==> src/core/pwm_mux_pkg.sv <==
package pwm_mux_pkg;

   // ----------------------------------------------------------------
   // Geometry
   // ----------------------------------------------------------------
   localparam int CH_N = 8;
   localparam int DATA_W = 32;
   localparam int ADR_W = 10;
   localparam int IDX_W = 8;
   localparam int IDX_LSB = 2;

   // ----------------------------------------------------------------
   // Register indices, byte address is four times the index
   // ----------------------------------------------------------------
   localparam logic [IDX_W-1:0] IDX_MODE = 8'hbb;
   localparam logic [IDX_W-1:0] IDX_DATA = 8'hbc;
   localparam logic [IDX_W-1:0] IDX_PSEL = 8'hbd;
   localparam logic [IDX_W-1:0] IDX_CHEN = 8'hbe;
   localparam logic [IDX_W-1:0] IDX_OPT = 8'hc8;
   localparam logic [IDX_W-1:0] IDX_PIN = 8'hc9;

   // ----------------------------------------------------------------
   // Fields and reset values
   // ----------------------------------------------------------------
   localparam int OPT_EVEN_BIT = 0;
   localparam int OPT_ODD_BIT = 1;
   localparam int OPT_W = 2;
   localparam int SEL_LANE0 = 0;
   localparam logic [CH_N-1:0] MODE_RST = 8'h00;
   localparam logic [CH_N-1:0] DATA_RST = 8'h00;
   localparam logic [CH_N-1:0] PSEL_RST = 8'h00;
   localparam logic [CH_N-1:0] CHEN_RST = 8'h00;
   localparam logic [OPT_W-1:0] OPT_RST = 2'h0;
   localparam logic [CH_N-1:0] PIN_RST = 8'h00;
   localparam logic [DATA_W-1:0] READ_ZERO = 32'h0000_0000;

   // ----------------------------------------------------------------
   // Bus handshake states
   // ----------------------------------------------------------------
   typedef enum logic {
      BUS_IDLE,
      BUS_ACK
   } bus_state_type;

endpackage : pwm_mux_pkg

==> src/core/override_if.sv <==
`timescale 1ns/1ps
`default_nettype none

interface override_if #(
   parameter int CH_N = pwm_mux_pkg::CH_N
);
   logic [CH_N-1:0] mode;
   logic [CH_N-1:0] data;
   logic [CH_N-1:0] gen;
   logic [CH_N-1:0] chan_out;

   modport ctrl (output mode, output data, output gen, input chan_out);
   modport stage (input mode, input data, input gen, output chan_out);
endinterface : override_if

`default_nettype wire

==> src/core/override_stage.sv <==
`timescale 1ns/1ps
`default_nettype none

module override_stage #(
   parameter int CH_N = pwm_mux_pkg::CH_N
) (
   override_if.stage ovr
);

   // ----------------------------------------------------------------
   // Per-channel override multiplexer
   // ----------------------------------------------------------------
   genvar n;
   generate
      for (n = 0; n < CH_N; n++) begin : g_ch
         // Override bit n drives channel n, 1 is the active level
         assign ovr.chan_out[n] = ovr.mode[n] ? ovr.data[n] : ovr.gen[n];
      end
   endgenerate

endmodule : override_stage

`default_nettype wire

==> src/core/pwm_output_override_mux.sv <==
// How it works
// Override clear: generator waveform passes unchanged
// Override set: channel takes override data bit
// Data bit n drives channel n; 1 active
// Select 1 gives port register, 0 PWM
// Select only counts when option enabled
// Reset clears all pin select bits
// Override sits ahead of pin selector
`timescale 1ns/1ps
`default_nettype none

module pwm_output_override_mux #(
   parameter int CH_N = pwm_mux_pkg::CH_N
) (
   input wire logic clk_i,
   input wire logic rst_i,
   input wire logic [pwm_mux_pkg::ADR_W-1:0] adr_i,
   input wire logic [pwm_mux_pkg::DATA_W-1:0] dat_i,
   output logic [pwm_mux_pkg::DATA_W-1:0] dat_o,
   input wire logic we_i,
   input wire logic [3:0] sel_i,
   input wire logic cyc_i,
   input wire logic stb_i,
   output logic ack_o,
   input wire logic [CH_N-1:0] pwm_gen_i,
   input wire logic [CH_N-1:0] port_reg_i,
   output logic [CH_N-1:0] pin_o,
   output logic [CH_N-1:0] pwm_route_o,
   output logic [CH_N-1:0] channel_output_enable_o
);

   // ----------------------------------------------------------------
   // Register storage
   // ----------------------------------------------------------------
   logic [CH_N-1:0] override_mode_enable_q;
   logic [CH_N-1:0] override_output_data_q;
   logic [CH_N-1:0] pin_source_select_q;
   logic [CH_N-1:0] channel_output_enable_q;
   logic [pwm_mux_pkg::OPT_W-1:0] enable_option_q;
   logic [CH_N-1:0] pin_q;
   logic [CH_N-1:0] route_q;

   // ----------------------------------------------------------------
   // Bus decode
   // ----------------------------------------------------------------
   pwm_mux_pkg::bus_state_type bus_state_q;
   logic [pwm_mux_pkg::IDX_W-1:0] idx;
   logic access;
   logic wr_lane0;
   logic [pwm_mux_pkg::DATA_W-1:0] rd_d;
   logic [pwm_mux_pkg::DATA_W-1:0] dat_q;
   logic ack_q;

   assign idx = adr_i[pwm_mux_pkg::IDX_LSB +: pwm_mux_pkg::IDX_W];
   assign access = cyc_i && stb_i && (bus_state_q == pwm_mux_pkg::BUS_IDLE);
   assign wr_lane0 = access && we_i && sel_i[pwm_mux_pkg::SEL_LANE0];

   function automatic logic wr_hit(input logic [pwm_mux_pkg::IDX_W-1:0] a,
                                   input logic [pwm_mux_pkg::IDX_W-1:0] target,
                                   input logic strobe);
      wr_hit = strobe && (a == target);
   endfunction : wr_hit

   function automatic logic [pwm_mux_pkg::DATA_W-1:0] widen(input logic [CH_N-1:0] v);
      widen = {{(pwm_mux_pkg::DATA_W - CH_N){1'b0}}, v};
   endfunction : widen

   // ----------------------------------------------------------------
   // Bus handshake: ack one cycle after the request, then drop
   // ----------------------------------------------------------------
   always_ff @(posedge clk_i) begin
      if (rst_i) begin
         bus_state_q <= pwm_mux_pkg::BUS_IDLE;
         ack_q <= 1'b0;
      end else begin
         case (bus_state_q)
            pwm_mux_pkg::BUS_IDLE: begin
               if (cyc_i && stb_i) begin
                  bus_state_q <= pwm_mux_pkg::BUS_ACK;
                  ack_q <= 1'b1;
               end else begin
                  ack_q <= 1'b0;
               end
            end
            pwm_mux_pkg::BUS_ACK: begin
               bus_state_q <= pwm_mux_pkg::BUS_IDLE;
               ack_q <= 1'b0;
            end
            default: begin
               bus_state_q <= pwm_mux_pkg::BUS_IDLE;
               ack_q <= 1'b0;
            end
         endcase
      end
   end

   // ----------------------------------------------------------------
   // Read data, unmapped indices read as zero
   // ----------------------------------------------------------------
   always_comb begin
      case (idx)
         pwm_mux_pkg::IDX_MODE: rd_d = widen(override_mode_enable_q);
         pwm_mux_pkg::IDX_DATA: rd_d = widen(override_output_data_q);
         pwm_mux_pkg::IDX_PSEL: rd_d = widen(pin_source_select_q);
         pwm_mux_pkg::IDX_CHEN: rd_d = widen(channel_output_enable_q);
         pwm_mux_pkg::IDX_OPT: begin
            rd_d = {{(pwm_mux_pkg::DATA_W - pwm_mux_pkg::OPT_W){1'b0}}, enable_option_q};
         end
         pwm_mux_pkg::IDX_PIN: rd_d = widen(pin_q);
         default: rd_d = pwm_mux_pkg::READ_ZERO;
      endcase
   end

   always_ff @(posedge clk_i) begin
      if (rst_i) begin
         dat_q <= pwm_mux_pkg::READ_ZERO;
      end else if (access && !we_i) begin
         dat_q <= rd_d;
      end
   end

   // ----------------------------------------------------------------
   // Writable registers, one process each
   // ----------------------------------------------------------------
   always_ff @(posedge clk_i) begin
      if (rst_i) begin
         override_mode_enable_q <= pwm_mux_pkg::MODE_RST;
      end else if (wr_hit(idx, pwm_mux_pkg::IDX_MODE, wr_lane0)) begin
         override_mode_enable_q <= dat_i[CH_N-1:0];
      end
   end

   always_ff @(posedge clk_i) begin
      if (rst_i) begin
         override_output_data_q <= pwm_mux_pkg::DATA_RST;
      end else if (wr_hit(idx, pwm_mux_pkg::IDX_DATA, wr_lane0)) begin
         override_output_data_q <= dat_i[CH_N-1:0];
      end
   end

   always_ff @(posedge clk_i) begin
      if (rst_i) begin
         pin_source_select_q <= pwm_mux_pkg::PSEL_RST;
      end else if (wr_hit(idx, pwm_mux_pkg::IDX_PSEL, wr_lane0)) begin
         pin_source_select_q <= dat_i[CH_N-1:0];
      end
   end

   always_ff @(posedge clk_i) begin
      if (rst_i) begin
         channel_output_enable_q <= pwm_mux_pkg::CHEN_RST;
      end else if (wr_hit(idx, pwm_mux_pkg::IDX_CHEN, wr_lane0)) begin
         channel_output_enable_q <= dat_i[CH_N-1:0];
      end
   end

   always_ff @(posedge clk_i) begin
      if (rst_i) begin
         enable_option_q <= pwm_mux_pkg::OPT_RST;
      end else if (wr_hit(idx, pwm_mux_pkg::IDX_OPT, wr_lane0)) begin
         enable_option_q <= dat_i[pwm_mux_pkg::OPT_W-1:0];
      end
   end

   // ----------------------------------------------------------------
   // Override stage ahead of the pin selector
   // ----------------------------------------------------------------
   override_if #(.CH_N(CH_N)) ovr ();

   assign ovr.mode = override_mode_enable_q;
   assign ovr.data = override_output_data_q;
   assign ovr.gen = pwm_gen_i;

   override_stage #(.CH_N(CH_N)) u_override (
      .ovr(ovr.stage)
   );

   // ----------------------------------------------------------------
   // Pin source selection
   // ----------------------------------------------------------------
   logic [CH_N-1:0] option_on;
   logic [CH_N-1:0] route_d;
   logic [CH_N-1:0] pin_d;

   genvar n;
   generate
      for (n = 0; n < CH_N; n++) begin : g_pin
         // Odd pins follow the odd option, even pins the even option
         if (n % 2 == 1) begin : g_odd
            assign option_on[n] = enable_option_q[pwm_mux_pkg::OPT_ODD_BIT];
         end else begin : g_even
            assign option_on[n] = enable_option_q[pwm_mux_pkg::OPT_EVEN_BIT];
         end
         // Without the option and the channel enable the pin stays a port pin
         assign route_d[n] = option_on[n] && channel_output_enable_q[n] && !pin_source_select_q[n];
         // PWM path carries the overridden channel value
         assign pin_d[n] = route_d[n] ? ovr.chan_out[n] : port_reg_i[n];
      end
   endgenerate

   // ----------------------------------------------------------------
   // Registered pin outputs
   // ----------------------------------------------------------------
   always_ff @(posedge clk_i) begin
      if (rst_i) begin
         pin_q <= pwm_mux_pkg::PIN_RST;
         route_q <= pwm_mux_pkg::PIN_RST;
      end else begin
         pin_q <= pin_d;
         route_q <= route_d;
      end
   end

   // ----------------------------------------------------------------
   // Outputs
   // ----------------------------------------------------------------
   assign pin_o = pin_q;
   assign pwm_route_o = route_q;
   assign channel_output_enable_o = channel_output_enable_q;
   assign ack_o = ack_q;
   assign dat_o = dat_q;

endmodule : pwm_output_override_mux

`default_nettype wire

==> config.mk <==
export PLATFORM = sky130hd
export DESIGN_NAME = pwm_output_override_mux
export DESIGN_NICKNAME = d
export VERILOG_FILES = /design/src/core/pwm_mux_pkg.sv /design/src/core/override_if.sv /design/src/core/override_stage.sv /design/src/core/pwm_output_override_mux.sv
export SDC_FILE = /design/constraint.sdc
export NUM_CORES = 1
export LEC_CHECK = 0
export BUFFER_PORTS_ARGS = -buffer_cell sky130_fd_sc_hd__buf_2
export CAP_MARGIN = 15
export CORE_UTILIZATION = 47
export CTS_CLUSTER_SIZE = 16
export DETAILED_ROUTE_END_ITERATION = 12
export GPL_TIMING_DRIVEN = 0
export HOLD_SLACK_MARGIN = 0.05
export PLACE_DENSITY = 0.79
export SLEW_MARGIN = 10
export SYNTH_ARGS = -nofsm -noshare
export SYNTH_HDL_FRONTEND = slang
export SYNTH_SLANG_ARGS = --single-unit
==> constraint.sdc <==
create_clock -name clk_i -period 2.1 [get_ports clk_i]
set_input_delay 0.42 -clock clk_i [delete_from_list [all_inputs] [get_ports clk_i]]
set_output_delay 0.42 -clock clk_i [all_outputs]
set_load 0.005 [all_outputs]
# Word level (Yosys, flattened, before mapping)
# Index checks and enable logic that the tools add are counted.
# totals
ff_bits,83
inputBits,67
output_inout_bits,57
wordCells,70
# op_classes
eq_ne,6
muxes,19
n_bitwise,1
n_reduce_logical,35
# ops
op,n
"== test 8 bit, second input constant",6
case mux 8 bit (6 select lines),1
logical AND 1 bit,26
two-way mux 1 bit,17
zero test 1 bit,9
case mux 1 bit (2 select lines),1
inverter 1 bit,1

# Depth between registers and ports, before layout
# depth
ltp_word,5
depth_mapped,7
ltp_nobuf,4

# By module
# A second synthesis with hierarchy kept.
# hier_totals
hier_cells,328
area_unflattened_um2,2860.2
# modules_own_cells
mod,n_inst,cells_per_inst,area_each_um2,seq_area_each_um2
pwm_output_override_mux,1,320,2740.1,1181.1
override_stage,1,8,120.1,0.0

# Worst setup path after synthesis
# No wires, ideal clock.
# synth_timing
path_kind,input to register
startpoint,in adr_i[6] in the netlist's numbering
endpoint,"reg dat_q, in the netlist dat_o[2]"
setup_time_ns,0.086
arrival_time_ns,1.608
required_ns,2.014
path_slack_ns,0.406
cell_stages,5
n_path_buf,1
path_cell_list,or4b_1 > buf_2 > nor3_4 > a222oi_1 > a211oi_1
# synth_between
elab_chain_len,2
word_cells_on_any_way,7
cone_classes,eq/ne (6); mux (1)
# synth_rtl
element,line_no,source
from (decl),pwm_output_override_mux.sv:17,"input wire logic [pwm_mux_pkg::ADR_W-1:0] adr_i,"
== test 8 bit,pwm_output_override_mux.sv:101,case (idx)
case mux 8 bit (6 select lines) (*),pwm_output_override_mux.sv:101,
to (signal assigned),pwm_output_override_mux.sv:116,dat_q <= pwm_mux_pkg::READ_ZERO;
to (signal assigned),pwm_output_override_mux.sv:118,dat_q <= rd_d;
to (decl),pwm_output_override_mux.sv:51,logic [pwm_mux_pkg::DATA_W-1:0] dat_q;
# Every way passes the cells marked *; elsewhere a longest branch is shown, timed or not.
# A chain may end at the register's enable or synchronous reset.

==> results_dict.tcl <==
set metrics [dict create \
    status "finished clean" \
    yosysSeqAreaShare 0.4046 \
    switching_power_mw 0.5903 \
    grt_start_max_net_pins 11 \
    clk_pin_slew_ns 0.07 \
    fin_skew_ns 0.008859 \
    diodes 0 \
    h-tree-depth 3 \
    comb_power_share 0.087 \
    critical_path_required_ns 2.29 \
    tightest_slew_ns 0.9130 \
    synthFlopType "dfxtp_1" \
    max_slew_margin 0.3914 \
    critPathBufInv 1 \
    dr.pass1.iters 5 \
    route.vias.total 3109 \
    io_buffers 69 \
    die_area_um2 6530 \
    setup_violations 0 \
    gr-total-overflow 0 \
    synth_edf_count 0 \
    worstSetupPathType "flip-flop to flip-flop" \
    power.clock.fraction 0.467 \
    post_cts_resized 0 \
    post_cts_buffers 0 \
    drive_above_1_share 0.2774 \
    die_w_um 80.81 \
    max_freq_mhz 511.4 \
    slowest_stage "a221oi_1" \
    rsz0062_at_grt "false" \
    core_um2 5956 \
    finalCritPeriodShare 0.9311 \
    start_kind "flip-flop" \
    synth-seq-cells 59 \
    clk_latency_ns 0.34 \
    routed_wl_um 8760 \
    cp.arrival_ns 2.14 \
    cp_max_fo 9 \
    power_density_nw_per_um2 692.5 \
    dieHeight_um 80.81 \
    final_util 0.6166 \
    finalMaxSlewViolations 0 \
    place_hpwl_um 6141 \
    finalCriticalPeriod_ns 1.955 \
    synth.area.top_cells "dfxtp_1, buf_4, a21oi_1" \
    yosysTopAreaCell "dfxtp_1" \
    yosysTopAreaCellShare 0.4046 \
    cts.sinks 59 \
    clock-root-buffer "clkbuf_8" \
    rows 28 \
    leakage_nw 1.494 \
    ys_types 40 \
    yosysMostFrequentCell "dfxtp_1" \
    avgViaCountPerCell 5.956 \
    place.gp.congestion 0.8831 \
    drv_cap 0 \
    area_delta_synth_final_pct 25.80 \
    ys_top_cells_by_count "dfxtp_1, a21oi_1, nand3_1, o21ai_0, buf_4" \
    track_usage 0.2755 \
    cts_tree "built" \
    syn_area_um2 2919 \
    place_area_um2 3445 \
    final_nets 509 \
    synthArstFlopShare 0 \
    switching_share 0.2321 \
    initial_core_util 0.4901 \
    finalHoldViolations 0 \
    cellInternalPower_mw 1.953 \
    postCtsHoldBufs 0 \
    grt_pass1_vias 2709 \
    power_mw 2.543 \
    fin_area_um2 3672 \
    cpPeakStageDelay_ns 0.72 \
    synth_cells 339 \
    clk_path_buf_depth 2 \
    antenna_left 0 \
    ys_warn_count 0 \
    critical_path.top_delay_family "compound AO/OA/AOI/OAI gates" \
    io_pins 124 \
    cp-end-kind "flip-flop" \
    cp_cell_sequence "nor4bb_1 -> buf_2 -> nor2_1 -> a221oi_1 -> a211oi_1" \
    synth.avg_cell_area_um2 8.611 \
    grt_pass1_wl_um 13460 \
    peakVddDrop_uv 452.4 \
    wire_per_inst_um 16.78 \
    worstHoldPathType "input port to flip-flop" \
    pwr-share-seq 0.446 \
    drcViolationCount 0 \
    cts_buffers 9 \
    antenna_found_initial 0 \
    first_iter_violations 457 \
]
==> sequential cells by signal, indices dropped and copies added (netlist names) <==
name                     cells
channel_output_enable_o      8
enable_option_q              2
override_output_data_q       8
dat_o                        8
pwm_route_o                  8
pin_source_select_q          8
ack_o                        1
pin_o                        8
override_mode_enable_q       8
==> stage by stage <==
step | TNS [ns] | setup WS (ns) | std cells | hold WS (ns)
floorplan | 0 | 0.4060 | 362 | 0.4287
global placement | -0.2810 | -0.05144 | 506 | 0.4719
detailed placement | -0.4631 | -0.09373 | 506 | 0.4770
CTS | 0 | 0.1430 | 522 | 0.3590
global route | 0 | 0.03376 | 522 | 0.3745
finish | 0 | 0.1447 | 522 | 0.3644
==> worst register-to-register path: cells and delay by family, from the launching register on <==
family	cells	cell delay, ns
AND/OR/NAND/NOR	2	0.37
buffers and inverters	1	0.27
flip-flops	1	0.32
AO/OA/AOI/OAI	2	0.84
==> power groups by stage <==
stage	combinational [mW]	sequential [mW]	clock, mW
finish	0.220	1.14	1.19
global route	0.239	1.14	1.24
CTS	0.215	1.14	1.19
detailed placement	0.213	1.16	0
global placement	0.209	1.16	0
floorplan	0.125	1.16	0
==> area by class of cell <==
type / instances / area (µm²)
Clock buffer: 12 / 155.1
Fill cell: 525 / 2283
Buffer: 46 / 279.0
Tap cell: 75 / 93.84
Sequential cell: 59 / 1181
Multi-Input combinational cell: 255 / 1538
Clock inverter: 4 / 72.57
Inverter: 2 / 7.507
Timing Repair Buffer: 69 / 345.3
==> logic make-up after synthesis <==
kind of cell	Yosys count	synth area share
DFF	59	0.4046
other	1	0.001285
muxes	12	0.04158
buffers and inverters	48	0.09816
AOI/OAI and AO/OA	109	0.2293
and+or+nand+nor	110	0.2250
==> worst paths after layout <==
kind / slack [ns] / to / cells past startpoint / startpoint
max: 0.14 / dat_o[3]$_SDFFE_PP0P_ / 5 / ack_o$_SDFF_PP0_
min: 0.36 / pin_o[0]$_SDFF_PP0_ / 3 / port_reg_i[0]
max reg2reg: 0.14 / dat_o[3]$_SDFFE_PP0P_ / 5 / ack_o$_SDFF_PP0_
min reg2reg: 0.50 / pwm_route_o[0]$_SDFF_PP0_ / 1 / pin_source_select_q[0]$_SDFFE_PP0P_
==> cell usage in the layout (no fill, tap or decap), types with 8 or more instances in the layout <==
master    netlist  routed
nor2_1         22      22
nand3_1        36      36
conb_1          1      24
o21ai_0        35      35
nor3b_1         8       8
mux2i_1        11      11
clkbuf_1       11      12
dfxtp_1        59      59
clkbuf_8        0      11
buf_2           7      76
a21oi_1        36      36
buf_4          26      26
and3b_1         9       9
a211oi_1       15      15
==> layer usage <==
layer  GRT usage  part of all wire  vias to the layer above
li1            -                 -                     1427
met1      0.3635              0.41                     1418
met2      0.4277              0.45                      239
met3     0.04382              0.12                       25
met4      0.1518             0.030                        0
met5           0                 0                        -
Power figures use the tool's default switching activity.
